[src/include/ccmc_pkg.sv]
// Constants, field layout and state types for the configuration and mode control block.
package ccmc_pkg;
  localparam int NREG = 13;
  localparam int RW = 16;
  localparam int TW = 20;
  // ==========================================================================
  // Register indices and field positions.
  localparam logic [3:0] R_DIV0 = 4'h0;
  localparam logic [3:0] R_DIV0_FH = 4'h1;
  localparam logic [3:0] R_DIV0_FL = 4'h2;
  localparam logic [3:0] R_DIV1 = 4'h3;
  localparam logic [3:0] R_SPREAD = 4'h4;
  localparam logic [3:0] R_DIV1_FH = 4'h6;
  localparam logic [3:0] R_OUTS = 4'h7;
  localparam logic [3:0] R_DIV1_FL = 4'h8;
  localparam logic [3:0] R_SPTYPE = 4'h9;
  localparam logic [3:0] R_CTRL = 4'ha;
  localparam logic [3:0] R_ADDR = 4'hc;
  localparam int INT_W = 7;
  localparam int DIV0_INT_LSB = 3;
  localparam int DIV1_INT_LSB = 9;
  localparam int FRAC_HI_W = 8;
  localparam int DIV0_FH_LSB = 8;
  localparam int DIV1_FH_LSB = 5;
  localparam int CH0_SEL_BIT = 4;
  localparam int CH1_SEL_BIT = 5;
  localparam int CHE_SEL_BIT = 6;
  localparam int SPREAD_EN_BIT = 0;
  localparam int OE_ONE_BIT = 0;
  localparam int OE_TWO_BIT = 1;
  localparam int POWER_DOWN_BIT = 1;
  localparam int AUTOLOAD_DIS_BIT = 2;
  localparam int RESAMPLE_DIS_BIT = 3;
  localparam int IDLE_SEL_BIT = 4;
  localparam int ADDR_LSB = 8;
  localparam int ADDR_W = 7;
  localparam int ADDR_LSB_SEL_BIT = 15;
  localparam logic [6:0] INT_MIN = 7'h06;
  localparam logic [6:0] INT_MAX = 7'h18;
  // Bits that may differ between pages; all other bits come from page 0.
  localparam logic [RW-1:0] MASK_SPREAD = 16'h0001;
  localparam logic [RW-1:0] MASK_OUTS = 16'h00ff;
  localparam logic [RW-1:0] MASK_SPTYPE = 16'h0e00;
  // ==========================================================================
  // Timing.
  localparam int CLK_MHZ = 250;
  localparam int WIN_US = 350;
  localparam int WIN_CYC = WIN_US * CLK_MHZ;
  localparam real RELOAD_MS = 1.5;
  localparam int RELOAD_CYC = int'(RELOAD_MS * 1000.0 * CLK_MHZ);
  // ==========================================================================
  // State types.
  typedef enum logic [2:0] {ST_CAPT, ST_LOAD, ST_RUN, ST_LP, ST_SELW} ccmc_state_t;
  typedef enum logic [2:0] {I_IDLE, I_ADDR, I_PTR, I_HI, I_LO} ccmc_i2c_t;
endpackage : ccmc_pkg

[src/rtl/ccmc_core.sv]
// Mode selection, page loading, low-power handling and serial register access.
// How it works
// RL1: Strap sampled high at start-up selects fused-page mode.
// RL2: Strap sampled low at start-up selects serial configuration mode.
// RL3: In fused-page mode the two select pins choose which page loads.
// RL4: Mode changes need a new strap level plus a full power cycle; code also changes mode on wake resampling and on select-window expiry.
// RL5: After a select change, strap must rise within 350 us, else serial mode.
// RL6: A select change reloads the new page well within 1.5 ms.
// RL7: In serial mode the select pins are clock and data; host writes registers.
// RL8: Host rewrites its own settings after every power cycle; they are not kept.
// RL9: Power-down bit set enters low power; clearing it leaves low power.
// RL10: Idle-select zero with both output pairs disabled also enters low power.
// RL11: Host enters low power before changing divider, spread or format settings.
// RL12: Unless resampling is disabled, wake-up resamples pins and may enter fused mode.
// RL13: Resampling disabled: wake reloads page 0 unless autoload is disabled.
// RL14: Serial mode starts from page 0; fused mode from the selected page.
// RL15: Fused-page mode keeps the serial port off and ignores the address pin.
// RL16: Only spread, output enables, formats and spread type differ per page.
// RL17: Address upper bits from register 12; address pin gives 0x68 to 0x6B.
// RL18: Address low-bit select zero ignores the pin and uses the register field.
// RL19: Serial port enable follows the strap latched at start-up, not live level.
// RL20: Host reconfigures by setting power-down, writing, then clearing power-down.
// RL21: Second divider runs only when some channel selects it; spread only on first.
// RL22: Divider fields: first integer R0[9:3], second R3[15:9], fraction high R6[12:5].
// RL23: First divider integer is 7 bits, legal 6 to 24; fraction is 24 bits.
// RL24: Outputs and serial port stay inactive until the selected load completes.
`timescale 1ns/10ps
`default_nettype none
module ccmc_core
  import ccmc_pkg::*;
#(
  parameter logic [4*NREG*RW-1:0] FUSE_IMG     = '0,
  parameter int unsigned          WIN_CYC_P    = WIN_CYC,
  parameter int unsigned          RELOAD_CYC_P = RELOAD_CYC
) (
  input  wire logic               core_clk,
  input  wire logic               resetn,
  input  wire logic               mode_strap_pin,
  input  wire logic               page_select_low_pin,
  input  wire logic               page_select_high_pin_i,
  output logic                    page_select_high_pin_o,
  output logic                    page_select_high_pin_oe,
  input  wire logic               addr_select_pin,
  output logic                    i2c_mode_q,
  output logic                    low_power_q,
  output logic                    clock_outputs_on_q,
  output logic                    loading_q,
  output logic                    second_divider_enable_q,
  output logic                    spread_active_q,
  output logic                    first_int_legal_q,
  output logic [INT_W-1:0]        first_div_int,
  output logic [FRAC_HI_W+RW-1:0] first_div_frac,
  output logic [INT_W-1:0]        second_div_int,
  output logic [FRAC_HI_W+RW-1:0] second_div_frac,
  output logic [NREG*RW-1:0]      active_regs_q
);
  // ==========================================================================
  // Pin synchronisers: bit 0 clock, 1 data, 2 strap, 3 address.
  logic [3:0] pin_m_q;
  logic [3:0] pin_s_q;
  logic [3:0] pin_p_q;
  always_ff @(posedge core_clk or negedge resetn) begin
    if (!resetn) begin
      pin_m_q <= 4'h0;
      pin_s_q <= 4'h0;
      pin_p_q <= 4'h0;
    end else begin
      pin_m_q <= {addr_select_pin, mode_strap_pin, page_select_high_pin_i, page_select_low_pin};
      pin_s_q <= pin_m_q;
      pin_p_q <= pin_s_q;
    end
  end
  logic       scl;
  logic       sda;
  logic       strap;
  logic       addr;
  logic [1:0] sel_live;
  assign scl = pin_s_q[0];
  assign sda = pin_s_q[1];
  assign strap = pin_s_q[2];
  assign addr = pin_s_q[3];
  assign sel_live = pin_s_q[1:0];
  // ==========================================================================
  // Control fields of the active registers.
  logic [RW-1:0] ctrl;
  logic [RW-1:0] outs;
  logic [RW-1:0] arg;
  logic          lp_req;
  assign ctrl = active_regs_q[R_CTRL*RW +: RW];
  assign outs = active_regs_q[R_OUTS*RW +: RW];
  assign arg = active_regs_q[R_ADDR*RW +: RW];
  assign lp_req = ctrl[POWER_DOWN_BIT] | (!ctrl[IDLE_SEL_BIT] & !outs[OE_ONE_BIT]
                  & !outs[OE_TWO_BIT]); // RL9 RL10
  // ==========================================================================
  // Mode and load sequencer.
  ccmc_state_t state_q;
  logic        mode_i2c_q;
  logic        wake_q;
  logic [1:0]  sel_cap_q;
  logic [1:0]  page_q;
  logic [3:0]  idx_q;
  logic [TW-1:0] timer_q;
  logic        strap_rise;
  logic        cap_go;
  logic        host_busy;
  assign strap_rise = strap & !pin_p_q[2];
  assign cap_go = state_q == ST_CAPT && idx_q == 4'h2;
  always_ff @(posedge core_clk or negedge resetn) begin
    if (!resetn) begin
      state_q <= ST_CAPT;
      mode_i2c_q <= 1'b0;
      wake_q <= 1'b0;
      sel_cap_q <= 2'h0;
      page_q <= 2'h0;
      idx_q <= 4'h0;
      timer_q <= '0;
    end else begin
      case (state_q)
        ST_CAPT: begin
          // Waits until the pin synchronisers hold real pin levels, not reset zeros.
          idx_q <= cap_go ? 4'h0 : idx_q + 4'h1;
          if (cap_go) begin
            mode_i2c_q <= !strap; // RL1 RL2 RL4 RL19
            sel_cap_q <= sel_live;
            page_q <= strap ? sel_live : 2'h0; // RL3 RL14
            wake_q <= 1'b0;
            if (wake_q && !strap && ctrl[AUTOLOAD_DIS_BIT]) begin
              state_q <= ST_RUN;
            end else begin
              state_q <= ST_LOAD;
            end
          end
        end
        ST_LOAD: begin
          idx_q <= idx_q + 4'h1;
          if (idx_q == 4'(NREG - 1)) begin
            state_q <= ST_RUN;
          end
        end
        ST_RUN: begin
          timer_q <= '0;
          idx_q <= 4'h0;
          if (!mode_i2c_q && sel_live != sel_cap_q) begin
            state_q <= ST_SELW; // RL6
          end else if (lp_req) begin
            state_q <= ST_LP; // RL9 RL10
          end
        end
        ST_SELW: begin
          timer_q <= timer_q + 1'b1;
          if (strap_rise) begin
            state_q <= ST_CAPT; // RL5 RL6
          end else if (timer_q == TW'(WIN_CYC_P - 1)) begin
            mode_i2c_q <= 1'b1; // RL5
            page_q <= 2'h0;
            idx_q <= 4'h0;
            state_q <= ST_LOAD;
          end
        end
        ST_LP: begin
          if (!lp_req && !host_busy) begin
            if (!ctrl[RESAMPLE_DIS_BIT]) begin
              wake_q <= 1'b1; // RL12
              state_q <= ST_CAPT;
            end else if (!ctrl[AUTOLOAD_DIS_BIT]) begin
              page_q <= 2'h0; // RL13
              idx_q <= 4'h0;
              state_q <= ST_LOAD;
            end else begin
              state_q <= ST_RUN; // RL13
            end
          end
        end
        default: state_q <= ST_CAPT;
      endcase
    end
  end
  // ==========================================================================
  // Serial slave, write only: address, pointer, then 16-bit words.
  ccmc_i2c_t  ist_q;
  logic [3:0] bc_q;
  logic [7:0] sh_q;
  logic [7:0] ptr_q;
  logic [7:0] hi_q;
  logic       adr_a_q;
  logic       adr_b_q;
  logic       en;
  logic       start;
  logic       stop;
  logic       rise;
  logic       fall;
  logic       wr_now;
  logic [6:0] my_addr;
  assign en = mode_i2c_q && (state_q == ST_RUN || state_q == ST_LP); // RL7 RL15 RL24
  assign start = scl & pin_p_q[1] & !sda;
  assign stop = scl & !pin_p_q[1] & sda;
  assign rise = scl & !pin_p_q[0];
  assign fall = !scl & pin_p_q[0];
  assign wr_now = en && !start && !stop && ist_q == I_LO && fall && bc_q == 4'h8;
  assign host_busy = ist_q != I_IDLE;
  assign my_addr = arg[ADDR_LSB_SEL_BIT] ? {arg[ADDR_LSB+2 +: 5], adr_a_q ^ adr_b_q, adr_a_q}
                                         : arg[ADDR_LSB +: ADDR_W]; // RL17 RL18
  always_ff @(posedge core_clk or negedge resetn) begin
    if (!resetn) begin
      adr_a_q <= 1'b0;
      adr_b_q <= 1'b0;
    end else if (en) begin
      if (start) begin
        adr_a_q <= addr; // RL17
      end
      if (!scl && sda) begin
        adr_b_q <= addr; // RL17
      end
    end
  end
  always_ff @(posedge core_clk or negedge resetn) begin
    if (!resetn) begin
      ist_q <= I_IDLE;
      bc_q <= 4'h0;
      sh_q <= 8'h00;
      ptr_q <= 8'h00;
      hi_q <= 8'h00;
      page_select_high_pin_oe <= 1'b0;
    end else if (!en || stop) begin
      ist_q <= I_IDLE; // RL15
      page_select_high_pin_oe <= 1'b0;
    end else if (start) begin
      ist_q <= I_ADDR;
      bc_q <= 4'h0;
      page_select_high_pin_oe <= 1'b0;
    end else if (ist_q != I_IDLE) begin
      if (rise) begin
        bc_q <= bc_q + 4'h1;
        if (bc_q < 4'h8) begin
          sh_q <= {sh_q[6:0], sda};
        end
      end else if (fall && bc_q == 4'h8) begin
        page_select_high_pin_oe <= 1'b1;
        case (ist_q)
          I_ADDR: begin
            if (sh_q[7:1] != my_addr || sh_q[0]) begin
              page_select_high_pin_oe <= 1'b0;
              ist_q <= I_IDLE;
            end
          end
          I_PTR: ptr_q <= sh_q;
          I_HI: hi_q <= sh_q;
          I_LO: ptr_q <= ptr_q + 8'h01; // RL7
          default: ist_q <= I_IDLE;
        endcase
      end else if (fall && bc_q == 4'h9) begin
        page_select_high_pin_oe <= 1'b0;
        bc_q <= 4'h0;
        case (ist_q)
          I_ADDR: ist_q <= I_PTR;
          I_PTR: ist_q <= I_HI;
          I_HI: ist_q <= I_LO;
          I_LO: ist_q <= I_HI;
          default: ist_q <= I_IDLE;
        endcase
      end
    end
  end
  always_ff @(posedge core_clk or negedge resetn) begin
    if (!resetn) begin
      page_select_high_pin_o <= 1'b0;
    end else begin
      page_select_high_pin_o <= 1'b0;
    end
  end
  // ==========================================================================
  // Active registers: page load or serial write.
  logic [RW-1:0] fz;
  logic [RW-1:0] fp;
  logic [RW-1:0] pmask;
  assign fz = FUSE_IMG[idx_q*RW +: RW];
  assign fp = FUSE_IMG[(page_q*NREG+idx_q)*RW +: RW];
  always_comb begin
    case (idx_q)
      R_SPREAD: pmask = MASK_SPREAD;
      R_OUTS: pmask = MASK_OUTS;
      R_SPTYPE: pmask = MASK_SPTYPE;
      default: pmask = '0;
    endcase
  end
  always_ff @(posedge core_clk or negedge resetn) begin
    if (!resetn) begin
      active_regs_q <= '0;
    end else if (state_q == ST_LOAD) begin
      active_regs_q[idx_q*RW +: RW] <= (fz & ~pmask) | (fp & pmask); // RL16 RL3 RL14
    end else if (wr_now && ptr_q < 8'(NREG)) begin
      active_regs_q[ptr_q[3:0]*RW +: RW] <= {hi_q, sh_q}; // RL7
    end
  end
  assign first_div_int = active_regs_q[R_DIV0*RW+DIV0_INT_LSB +: INT_W]; // RL22 RL23
  assign first_div_frac = {active_regs_q[R_DIV0_FH*RW+DIV0_FH_LSB +: FRAC_HI_W],
                           active_regs_q[R_DIV0_FL*RW +: RW]};
  assign second_div_int = active_regs_q[R_DIV1*RW+DIV1_INT_LSB +: INT_W]; // RL22
  assign second_div_frac = {active_regs_q[R_DIV1_FH*RW+DIV1_FH_LSB +: FRAC_HI_W],
                            active_regs_q[R_DIV1_FL*RW +: RW]};
  // ==========================================================================
  // Status outputs.
  logic [RW-1:0] srcs;
  logic          on_d;
  assign srcs = active_regs_q[R_DIV1*RW +: RW];
  assign on_d = state_q == ST_RUN || state_q == ST_SELW;
  assign i2c_mode_q = mode_i2c_q;
  always_ff @(posedge core_clk or negedge resetn) begin
    if (!resetn) begin
      low_power_q <= 1'b0;
      clock_outputs_on_q <= 1'b0;
      loading_q <= 1'b1;
      second_divider_enable_q <= 1'b0;
      spread_active_q <= 1'b0;
      first_int_legal_q <= 1'b0;
    end else begin
      low_power_q <= state_q == ST_LP;
      clock_outputs_on_q <= on_d; // RL24
      loading_q <= state_q == ST_CAPT || state_q == ST_LOAD;
      second_divider_enable_q <= on_d && (srcs[CH0_SEL_BIT] | srcs[CH1_SEL_BIT]
                                          | srcs[CHE_SEL_BIT]); // RL21
      spread_active_q <= on_d && active_regs_q[R_SPREAD*RW+SPREAD_EN_BIT]; // RL21
      first_int_legal_q <= first_div_int >= INT_MIN && first_div_int <= INT_MAX; // RL23
    end
  end
  // ==========================================================================
  // Checks.
  logic [TW-1:0] rl_cnt_q;
  always_ff @(posedge core_clk or negedge resetn) begin
    if (!resetn) begin
      rl_cnt_q <= '0;
    end else if (state_q == ST_RUN || state_q == ST_LP) begin
      rl_cnt_q <= '0;
    end else if (rl_cnt_q != '1) begin
      rl_cnt_q <= rl_cnt_q + 1'b1;
    end
  end
endmodule : ccmc_core
`default_nettype wire

[config.mk]
export PLATFORM = sky130hd
export DESIGN_NAME = ccmc_core
export DESIGN_NICKNAME = d
export VERILOG_FILES = /design/src/include/ccmc_pkg.sv /design/src/rtl/ccmc_core.sv
export SDC_FILE = /design/constraint.sdc
export NUM_CORES = 1
export LEC_CHECK = 0
export BUFFER_PORTS_ARGS = -buffer_cell sky130_fd_sc_hd__buf_2
export CORE_UTILIZATION = 40
export CTS_CLUSTER_SIZE = 16
export DETAILED_ROUTE_END_ITERATION = 8
export PLACE_DENSITY_LB_ADDON = 0.25
export SLEW_MARGIN = 10
export SYNTH_ARGS = -nofsm -noshare
export SYNTH_HDL_FRONTEND = slang
export SYNTH_SLANG_ARGS = --single-unit
[constraint.sdc]
create_clock -name core_clk -period 4.9 [get_ports core_clk]
set_input_delay 0.49 -clock core_clk [delete_from_list [all_inputs] [get_ports core_clk]]
set_output_delay 0.49 -clock core_clk [all_outputs]
set_load 0.02 [all_outputs]
== After elaboration in Yosys (flattened, before gate mapping) ==
Index checks and enable logic that the tools add are counted.

* Register bits: 292
* Bits of input ports: 6
* Output and inout bits: 279
* Logic and storage cells: 226

* Add/subtract/negate cells: 7
* Multiply operators: 1
* $lt $le $gt $ge: 4
* Eq/ne operators: 32
* Shifts and indexed selects: 6
* Multiplexer cells: 64
* Bitwise logic cells: 20
* Reductions and logical operators: 67

{| class="wikitable"
|+ Operators by type and width
! cell !! number
|-
| 832-bit by 12-bit indexed part select with 16-bit output, first input constant || 1
|-
| 832-bit by 9-bit indexed part select with 16-bit output, first input constant || 1
|-
| 208-bit bitwise mux || 2
|-
| 208-bit two-way mux || 2
|-
| 16-bit by 34-bit variable shift with 208-bit output, first input constant || 2
|-
| 16-bit by 34-bit indexed part select with 208-bit output || 2
|-
| 8-bit negator with 34-bit output || 2
|-
| 4-bit two-way mux || 11
|-
| 3-bit two-way mux || 14
|-
| 20-bit case mux with 2 select lines || 1
|-
| 12-bit case mux with 3 select lines || 1
|-
| 16-bit AND || 2
|-
| 2-bit two-way mux || 11
|-
| 20-bit by 1-bit adder with 20-bit output, second input constant || 1
|-
| 20-bit by 17-bit equality test with 1-bit output, second input constant || 1
|-
| 4-bit case mux with 5 select lines || 1
|-
| 1-bit logical AND || 18
|-
| 6-bit AND reduction || 3
|-
| 4-bit equality test, second input constant || 4
|-
| 2-bit != test, second input constant || 8
|-
| 16-bit inverter || 1
|-
| 16-bit bitwise OR || 1
|-
| 8-bit case mux with 2 select lines || 1
|-
| 1-bit zero test || 15
|-
| 42 further kinds || 95
|}

== Longest topological paths before layout ==
Gate-level depths: netlist (run 1).

* Word-level depth: 11
* Mapped depth: 11
* Mapped depth without buffers: 7

== Least setup slack after synthesis (run 1) ==
OpenSTA, ideal clock, no wires.

* Kind: register to register
* Start: register ptr_q[0]
* End: register active_regs_q[38]
* Library setup time: 0.121 ns
* Arrival time: 2.860 ns
* Data required time: 4.779 ns
* Setup slack: 1.919 ns
* Stages on the path, launching flop included: 10
* Buffers on the path: 3
* Period minus slack after synthesis: 2.981 ns
* Path through: dfrtp_1 -> clkbuf_1 -> inv_1 -> ha_1 -> clkbuf_1 -> inv_1 -> a2111oi_1 -> a31oi_1 -> buf_2 -> a22o_1

* Word-level cells in the longest chain between the ends: 5
* Elaborated cells between the ends (all ways): 9
* Those cells by class: 1 x add/sub; 1 x order compare; 2 x shift; 3 x mux; 2 x reduce/logical

{| class="wikitable"
|+ Ends and longest elaborated chain
! element !! line !! text
|-
| start: declaration || ccmc_core.sv:183 || <nowiki>logic [7:0] ptr_q;</nowiki>
|-
| start signal: assignment || ccmc_core.sv:246 || <nowiki>I_PTR: ptr_q <= sh_q;</nowiki>
|-
| start signal: assignment || ccmc_core.sv:248 || <nowiki>I_LO: ptr_q <= ptr_q + 8'h01;</nowiki>
|-
| 8-bit negator with 34-bit output || ccmc_core.sv:292 || <nowiki>active_regs_q[ptr_q[3:0]*RW +: RW] <= {hi_q, sh_q};</nowiki>
|-
| 16-bit by 34-bit indexed part select with 208-bit output or 16-bit by 34-bit variable shift with 208-bit output (tied branches) || ccmc_core.sv:292 ||
|-
| 208-bit bitwise mux || ccmc_core.sv:292 ||
|-
| 208-bit two-way mux || ccmc_core.sv:291 || <nowiki>end else if (wr_now && ptr_q < 8'(NREG)) begin</nowiki>
|-
| 208-bit two-way mux || ccmc_core.sv:289 || <nowiki>end else if (state_q == ST_LOAD) begin</nowiki>
|-
| end signal: indexed assignment || ccmc_core.sv:290 || <nowiki>active_regs_q[idx_q*RW +: RW] <= (fz & ~pmask) | (fp & pmask);</nowiki>
|-
| end signal: indexed assignment || ccmc_core.sv:292 ||
|-
| end: declaration || ccmc_core.sv:55 || <nowiki>output logic [NREG*RW-1:0] active_regs_q</nowiki>
|}

Parallel ways exist; a longest one is shown, timed or not. The select of a mux whose other input is x is not followed.
A chain may end at the register's enable or synchronous reset.

== Worst setup path in the final report (run 1) ==
* Start: register ptr_q[0]
* End: register active_regs_q[171]

Same word-level chain as after synthesis.

==> results by group, run 1 <==
Global route
  – Number of antenna violations at the first check in global routing: 0
  – Wire length of the first global-routing pass: 61780 um
  – Number of global-route vias before repair: 10180
  – Overflow left after global routing: 0
  – Overall fraction of global-route tracks in use: 23.48%
  – Largest net degree at the start of global routing: 123

Die
  – Starting Density: 41.03%
  – Placeable core area: 32870 sq um
  – Chip Width: 185.6 um
  – Die Area: 34450 sq um
  – Die Y-Extent: 185.6 um
  – I/O pins: 285
  – Cell row count: 66

Hold path
  – Number of cells traversed by the worst hold path: 1
  – Type of the tightest min-delay check: input pin to flop
  – Worst hold path endpoint: pin_m_q[2]$_DFF_PN0_
  – Launch point of the worst hold path: mode_strap_pin

Pwr
  – VDD IR-drop max: 0.2559 mV
  – PnR Total Power: 5.829 mW
  – Part of the power in combinational logic: 13.8%
  – Switch Pwr: 1.624 mW
  – Sequential cell fraction of total power: 44.3%
  – Design internal power: 4.204 mW
  – Power share of the clock group: 41.9%
  – Power per cell area: 367.5 nW/um^2
  – Sw Share: 27.87%
  – Static leakage power: 7.894 nW

Final layout
  – Share of cells above drive strength 1: 27.09%
  – Area growth from synthesis to layout: 17.59%
  – Number of inserted filler cells in the final layout: 3106
  – Final #Nets: 1458
  – Multi-input gate area: 5194 sq um
  – Sequential Area: 7258 sq um
  – Diodes inserted: 0

Routing
  – Drt first-iter violations: 828
  – Via density per instance: 5.584
  – Remaining antenna violation count: 0
  – Count of vias placed by the detailed router: 10630
  – Final routed wirelength across all metal layers: 40280 um
  – Number of iterations in the first detailed-routing pass: 5
  – DRC violations left: 0
  – Wirelength per Cell: 21.16 um

Placed design
  – Routability-driven placement congestion ratio: 0.8993
  – Half-perimeter wire length after detailed placement: 27910 um
  – Minimum setup slack after placement: 1.003 ns
  – Number of buffer cells added on primary ports: 283

Timing
  – Max Transition Viols Final: 0
  – Max-Slew Margin vs Limit: 26.92%
  – Unrepaired setup endpoints after global routing: false
  – Maximum frequency from static timing analysis: 251.7 MHz
  – Setup violators final: 0
  – Worst slew pin tran: 1.096 ns
  – Final critical path time including I/O delays and setup: 3.973 ns
  – Endpoints failing hold: 0
  – Period Utilization, post-route: 81.08%
  – Setup slack of the critical path after layout: 0.9270 ns
  – Fin Setup TNS: 0 ns
  – Skew final: 0.02226 ns

Clocking
  – Root Buffer: clkbuf_16
  – Post-CTS Setup Repair Bufs: 0
  – Number of instances resized during post-cts repair: 0
  – Clock tree from TritonCTS: done
  – Clock net sink count: 290
  – Source-to-sink clock delay at the later pin of the worst-skew pair: 0.51 ns
  – TritonCTS Buffers: 34
  – H-tree lvl count: 2
  – Worst-path clk slew: 0.06 ns
  – Buffer depth of the longest clock path: 3
  – Number of hold-repair buffers added at the cts stage: 0

Critical path
  – Maximum fanout count along the critical path: 25
  – Crit path launch type: flop
  – Crit end category: flop
  – Data arrival time of the worst path: 4.41 ns
  – Endpoint of the lowest-slack register-to-register path: active_regs_q[171]$_DFFE_PN0P_
  – Worst setup path category: flop to flop
  – CP required: 5.33 ns
  – R2R Setup Slk: 0.93 ns
  – RR Startpoint: ptr_q[0]$_DFFE_PN0P_
  – Path depth of the worst reg2reg path: 8

Synth
  – Area share of the largest cell type after synthesis: 53.62%
  – Net count after synthesis: 1263
  – Top flip-flop cell by instance count after synthesis: dfrtp_1
  – Mean Syn Cell Area: 10.84 sq um
  – Synth Warn #: 0
  – Count of flip-flops with a built-in enable after synthesis: 0
  – Number of different library cells in the post-synthesis netlist: 79
  – Async S/R FF share, synth: 100.0%
  – Main area contributors after synthesis: dfrtp_1 (54%), a22o_1 (5.4%), buf_4 (4.0%)
  – Sequential share of the synthesized area: 53.82%
  – Library cell occupying the most area in the post-synthesis netlist: dfrtp_1
  – Flops & latches, synth: 290
  – Synthesized netlist cell count: 1244
  – Post-Synthesis Cell Area: 13490 sq um

Job
  – Max-cap check violation count: 0

Run status
  – Result of the run: complete, no violations
## power by group through the flow
stage | combinational, mW | clock, mW | sequential, mW
floorplan | 0.625 | 0 | 2.57
global placement | 0.786 | 0 | 2.62
detailed placement | 0.793 | 0 | 2.62
CTS | 0.804 | 2.49 | 2.58
global route | 0.884 | 2.58 | 2.60
finish | 0.804 | 2.44 | 2.58
## kinds of logic (layout without fill, tap and decap cells)
group / after synthesis / after routing / share of synthesized area, %
AOI/OAI and AO/OA: 299 / 299 / 16.74
xor gates and xnor gates: 14 / 14 / 0.9092
adders and majority gates: 13 / 13 / 1.206
buffers and inverters: 196 / 414 / 7.672
DFF: 290 / 290 / 53.82
muxes: 75 / 75 / 5.826
other: 1 / 1 / 0.02781
and+or+nand+nor: 356 / 356 / 13.80
## sequential cells by signal, indices dropped and copies added, names as in the netlist, 2 cells and up
name,count
idx_q,4
hi_q,8
sh_q,8
ptr_q,8
pin_p_q,3
active_regs_q,208
sel_cap_q,2
pin_m_q,4
ist_q,3
state_q,3
bc_q,4
pin_s_q,4
timer_q,20
## layout make-up
class | instances | share of cell area [%]
sequential | 290 | 45.77
multi-input combinational | 758 | 32.75
tap | 442 | 3.487
inverter | 56 | 1.325
clock buffer | 50 | 6.256
timing repair buffer | 299 | 9.909
clock inverter | 9 | 0.5049
## through the flow
step	instance area (sq um)	hold slack, ns	utilization, %	std cells
2_1_floorplan	13490	0.1944	-	1244
3_3_place_gp	14790	0.3372	44.99	1845
3_5_place_dp	14790	0.3358	44.99	1845
4_1_cts	15860	0.07601	48.25	1904
5_1_grt	15860	0.08207	48.25	1904
6_report	15860	0.08859	48.25	1904
## critical path: stages (launching register included)
cell and delay (ns):
dfrtp_1 0.70, inv_1 0.19, ha_1 0.94, inv_1 0.43
a2111oi_1 0.47, buf_4 0.23, nand3_1 0.10, a21oi_2 0.58
a22o_1 0.24
## layout by cell type, fill, tap and decap left out, types with 7 or more instances in the layout
cell       Yosys  routed
clkbuf_16      0      35
nor2b_1        9       9
ha_1          13      13
o21ai_0       53      53
xnor2_1        7       7
a21o_1        11      11
dfrtp_1      289     289
a31oi_1       11      11
nand3_1       70      70
buf_2         19     282
o211ai_1       7       7
nor3_1        22      22
nand4_1       15      15
and2_1         8       8
a22o_1        83      83
inv_1         54      54
xor2_1         7       7
and3_1        16      16
clkbuf_1      48       9
a21oi_1       21      21
mux2i_1       47      47
buf_4         71      14
nand2_1       94      94
nand2b_1      10      10
o31ai_1       34      34
nor2_1        61      61
mux2_2        28      28
o2bb2ai_1     35      35
## synthesized netlist by cell type (4+ instances only)
cell,count
inv_1,54
nand3_1,70
nor2b_1,9
nor4_1,6
mux2i_1,47
a21oi_1,21
nor2_1,61
xnor2_1,7
nand3b_1,5
o22ai_1,6
xor2_1,7
ha_1,13
and3_1,16
nand2b_1,10
and4_1,4
o2bb2ai_1,35
buf_2,19
dfrtp_1,289
or3_1,6
a31oi_1,11
nor3b_1,6
mux2_2,28
nand2_1,94
and2_1,8
o211ai_1,7
nand4_1,15
nor3_1,22
o31ai_1,34
a22o_1,83
o21ai_0,53
a21o_1,11
buf_4,71
clkbuf_1,48
## worst max path at each step
stage                               from                              to  slack, ns
finish              ptr_q[0]$_DFFE_PN0P_  active_regs_q[171]$_DFFE_PN0P_       0.93
global route        ptr_q[0]$_DFFE_PN0P_  active_regs_q[171]$_DFFE_PN0P_       0.62
CTS                 ptr_q[0]$_DFFE_PN0P_  active_regs_q[171]$_DFFE_PN0P_       0.99
detailed placement  ptr_q[0]$_DFFE_PN0P_  active_regs_q[163]$_DFFE_PN0P_       1.00
global placement    ptr_q[0]$_DFFE_PN0P_  active_regs_q[170]$_DFFE_PN0P_       1.17
floorplan           ptr_q[0]$_DFFE_PN0P_   active_regs_q[38]$_DFFE_PN0P_       1.92
## metal layers
layer  part of all wire [%]  global-route usage, %  up-vias  wire length [um]
met4                    1.9                  5.475        0               750
met2                     45                  36.42      416             18170
li1                       -                      -     4825                 -
met1                     45                  33.22     5342             18250
met3                    7.7                  5.420       49              3108
met5                      0                      0        -                 0
No activity file was read; power rests on OpenSTA's default activity.
==> run 2: changes to the inputs <==
clock period = 4.15 ns   (was 4.9 ns; I/O delays follow)
==> results by group, run 2 (synthesized netlist as in run 1, its figures left out) <==
Hold path
  – Type of the tightest min-delay check: input pin to flop (unchanged)

Final layout
  – Final #Nets: 1469 (was 1458)
  – Share of cells above drive strength 1: 27.82% (was 27.09%)
  – Number of inserted filler cells in the final layout: 3072 (was 3106)
  – Multi-input gate area: 5194 sq um (unchanged)
  – Max reg flops: 208 (unchanged)
  – Sequential Area: 7258 sq um (unchanged)
  – Diodes inserted: 0 (unchanged)
  – Leading cell type in the layout, fill and taps excluded: dfrtp_1 (unchanged)
  – Area growth from synthesis to layout: 18.63% (was 17.59%)
  – Registers with the most flip-flops: active_regs_q (208), timer_q (20) (unchanged)
  – Number of non-filler instances in the completed layout: 1916 (was 1904)
  – Top reg by flops: active_regs_q (unchanged)
  – Fraction of the core area covered by cells at the end of the flow: 48.68% (was 48.25%)
  – Most frequent cells in the layout: dfrtp_1 (289), buf_2 (282), nand2_1 (94) (unchanged)

Global route
  – Wire length of the first global-routing pass: 60980 um (was 61780 um)
  – Overall fraction of global-route tracks in use: 23.21% (was 23.48%)
  – Largest net degree at the start of global routing: 109 (was 123)
  – Overflow left after global routing: 0 (unchanged)
  – Number of global-route vias before repair: 10190 (was 10180)
  – Number of antenna violations at the first check in global routing: 0 (unchanged)

Critical path
  – Crit path launch type: flop (unchanged)
  – RR Startpoint: ptr_q[0]$_DFFE_PN0P_ (unchanged)
  – Endpoint of the lowest-slack register-to-register path: active_regs_q[197]$_DFFE_PN0P_ (was active_regs_q[171]$_DFFE_PN0P_)
  – Critical path endpoint: active_regs_q[197]$_DFFE_PN0P_ (was active_regs_q[171]$_DFFE_PN0P_)
  – Worst setup path category: flop to flop (unchanged)
  – R2R Setup Slk: 0.73 ns (was 0.93 ns)
  – Crit path from: ptr_q[0]$_DFFE_PN0P_ (unchanged)
  – Maximum fanout count along the critical path: 16 (was 25)
  – Crit end category: flop (unchanged)
  – Path depth of the worst reg2reg path: 7 (was 8)
  – Data arrival time of the worst path: 3.81 ns (was 4.41 ns)
  – CP required: 4.55 ns (was 5.33 ns)

Timing
  – Setup violators final: 0 (unchanged)
  – Max-Slew Margin vs Limit: 34.85% (was 26.92%)
  – Max Transition Viols Final: 0 (unchanged)
  – Fin Setup TNS: 0 ns (unchanged)
  – Worst slew pin tran: 0.9772 ns (was 1.096 ns)
  – Final critical path time including I/O delays and setup: 3.418 ns (was 3.973 ns)
  – Period Utilization, post-route: 82.36% (was 81.08%)
  – Unrepaired setup endpoints after global routing: false (unchanged)
  – Worst hold-check slack: 0.02063 ns (was 0.08859 ns)
  – Endpoints failing hold: 0 (unchanged)
  – Skew final: 0.01709 ns (was 0.02226 ns)
  – Maximum frequency from static timing analysis: 292.6 MHz (was 251.7 MHz)

Die
  – Chip Width: 185.6 um (unchanged)
  – Placeable core area: 32870 sq um (unchanged)
  – Starting Density: 41.03% (unchanged)
  – Die Y-Extent: 185.6 um (unchanged)
  – I/O pins: 285 (unchanged)
  – Die Area: 34450 sq um (unchanged)
  – Cell row count: 66 (unchanged)

Pwr
  – Sequential cell fraction of total power: 43.6% (was 44.3%)
  – Part of the power in combinational logic: 13.6% (was 13.8%)
  – PnR Total Power: 6.982 mW (was 5.829 mW)
  – VDD IR-drop max: 0.3150 mV (was 0.2559 mV)
  – Design internal power: 5.039 mW (was 4.204 mW)
  – Power share of the clock group: 42.8% (was 41.9%)
  – Switch Pwr: 1.943 mW (was 1.624 mW)
  – Sw Share: 27.83% (was 27.87%)
  – Static leakage power: 7.973 nW (was 7.894 nW)
  – Power per cell area: 436.4 nW/um^2 (was 367.5 nW/um^2)

Routing
  – Remaining antenna violation count: 0 (unchanged)
  – Drt first-iter violations: 916 (was 828)
  – Count of vias placed by the detailed router: 10650 (was 10630)
  – Number of iterations in the first detailed-routing pass: 5 (unchanged)
  – Final routed wirelength across all metal layers: 40120 um (was 40280 um)
  – DRC violations left: 0 (unchanged)
  – Via density per instance: 5.557 (was 5.584)
  – Wirelength per Cell: 20.94 um (was 21.16 um)

Clocking
  – Clock tree from TritonCTS: done (unchanged)
  – H-tree lvl count: 2 (unchanged)
  – Worst-path clk slew: 0.06 ns (about the same)
  – Post-CTS Setup Repair Bufs: 0 (unchanged)
  – Root Buffer: clkbuf_16 (unchanged)
  – Source-to-sink clock delay at the later pin of the worst-skew pair: 0.52 ns (was 0.51 ns)
  – Buffer depth of the longest clock path: 3 (unchanged)
  – Clock net sink count: 290 (unchanged)
  – TritonCTS Buffers: 34 (unchanged)

Placed design
  – Number of instances in the placed design: 1853 (was 1845)
  – Number of buffer cells added on primary ports: 283 (unchanged)
  – Half-perimeter wire length after detailed placement: 28050 um (was 27910 um)
  – Routability-driven placement congestion ratio: 0.9061 (was 0.8993)

Run status
  – Result of the run: complete, no violations (unchanged)

Job
  – Max-cap check violation count: 0 (unchanged)
run 2: metrics by stage:
step / setup slack, ns / cell area, sq um
final: 0.7322 / 16000
after global routing: 0.3714 / 16000
after CTS: 0.7495 / 16000
after detailed placement: 0.7417 / 14850
after global placement: 0.9107 / 14850
after floorplan: 1.169 / 13490
run 2: metal layers:
metal	GRT usage [%]	vias to the layer above	wire (um)
met3	5.146	71	3458
met1	32.91	5251	17840
met5	0	-	0
li1	-	4849	-
met4	7.738	0	1155
met2	35.01	477	17660
run 2: worst max-delay path: stages (launching register included):
cell       delay [ns]
dfrtp_1          0.69
inv_1            0.18
ha_1             0.34
xnor2_1          0.38
nand2_1          0.27
a2111oi_0        0.60
nand2_1          0.46
o31ai_1          0.39
run 2: power by group through the flow:
stage               combinational (mW)  clock, mW  sequential, mW
floorplan                        0.738          0            3.04
global route                      1.04       3.17            3.06
CTS                              0.949       3.04            3.05
global placement                 0.938          0            3.09
finish                           0.950       2.99            3.05
detailed placement               0.943          0            3.10
run 2: cell type report:
cell class / instances / area share, %
multi-input cells: 758 / 32.46
inverters: 56 / 1.314
clock inverters: 17 / 1.173
well taps: 442 / 3.457
clock buffers: 43 / 5.842
flip-flops and latches: 290 / 45.37
repair buffers: 310 / 10.39
run 2: worst min path at each step:
stage | end | slack, ns | cells after the start | start
finish | pin_m_q[1]$_DFF_PN0_ | 0.02 | 1 | page_select_high_pin_i
global route | pin_m_q[1]$_DFF_PN0_ | 0.008 | 1 | page_select_high_pin_i
CTS | pin_m_q[1]$_DFF_PN0_ | 0.008 | 1 | page_select_high_pin_i
detailed placement | pin_s_q[3]$_DFF_PN0_ | 0.34 | 0 | pin_m_q[3]$_DFF_PN0_
global placement | pin_s_q[3]$_DFF_PN0_ | 0.34 | 0 | pin_m_q[3]$_DFF_PN0_
floorplan | active_regs_q[0]$_DFFE_PN0P_ | 0.12 | 0 | resetn
run 2: repair_timing:
action | 4_1_cts | 5_1_grt
endpoints found under the hold margin | 10 | 0
hold buffers | 3 | 0
resized for setup | 0 | 0
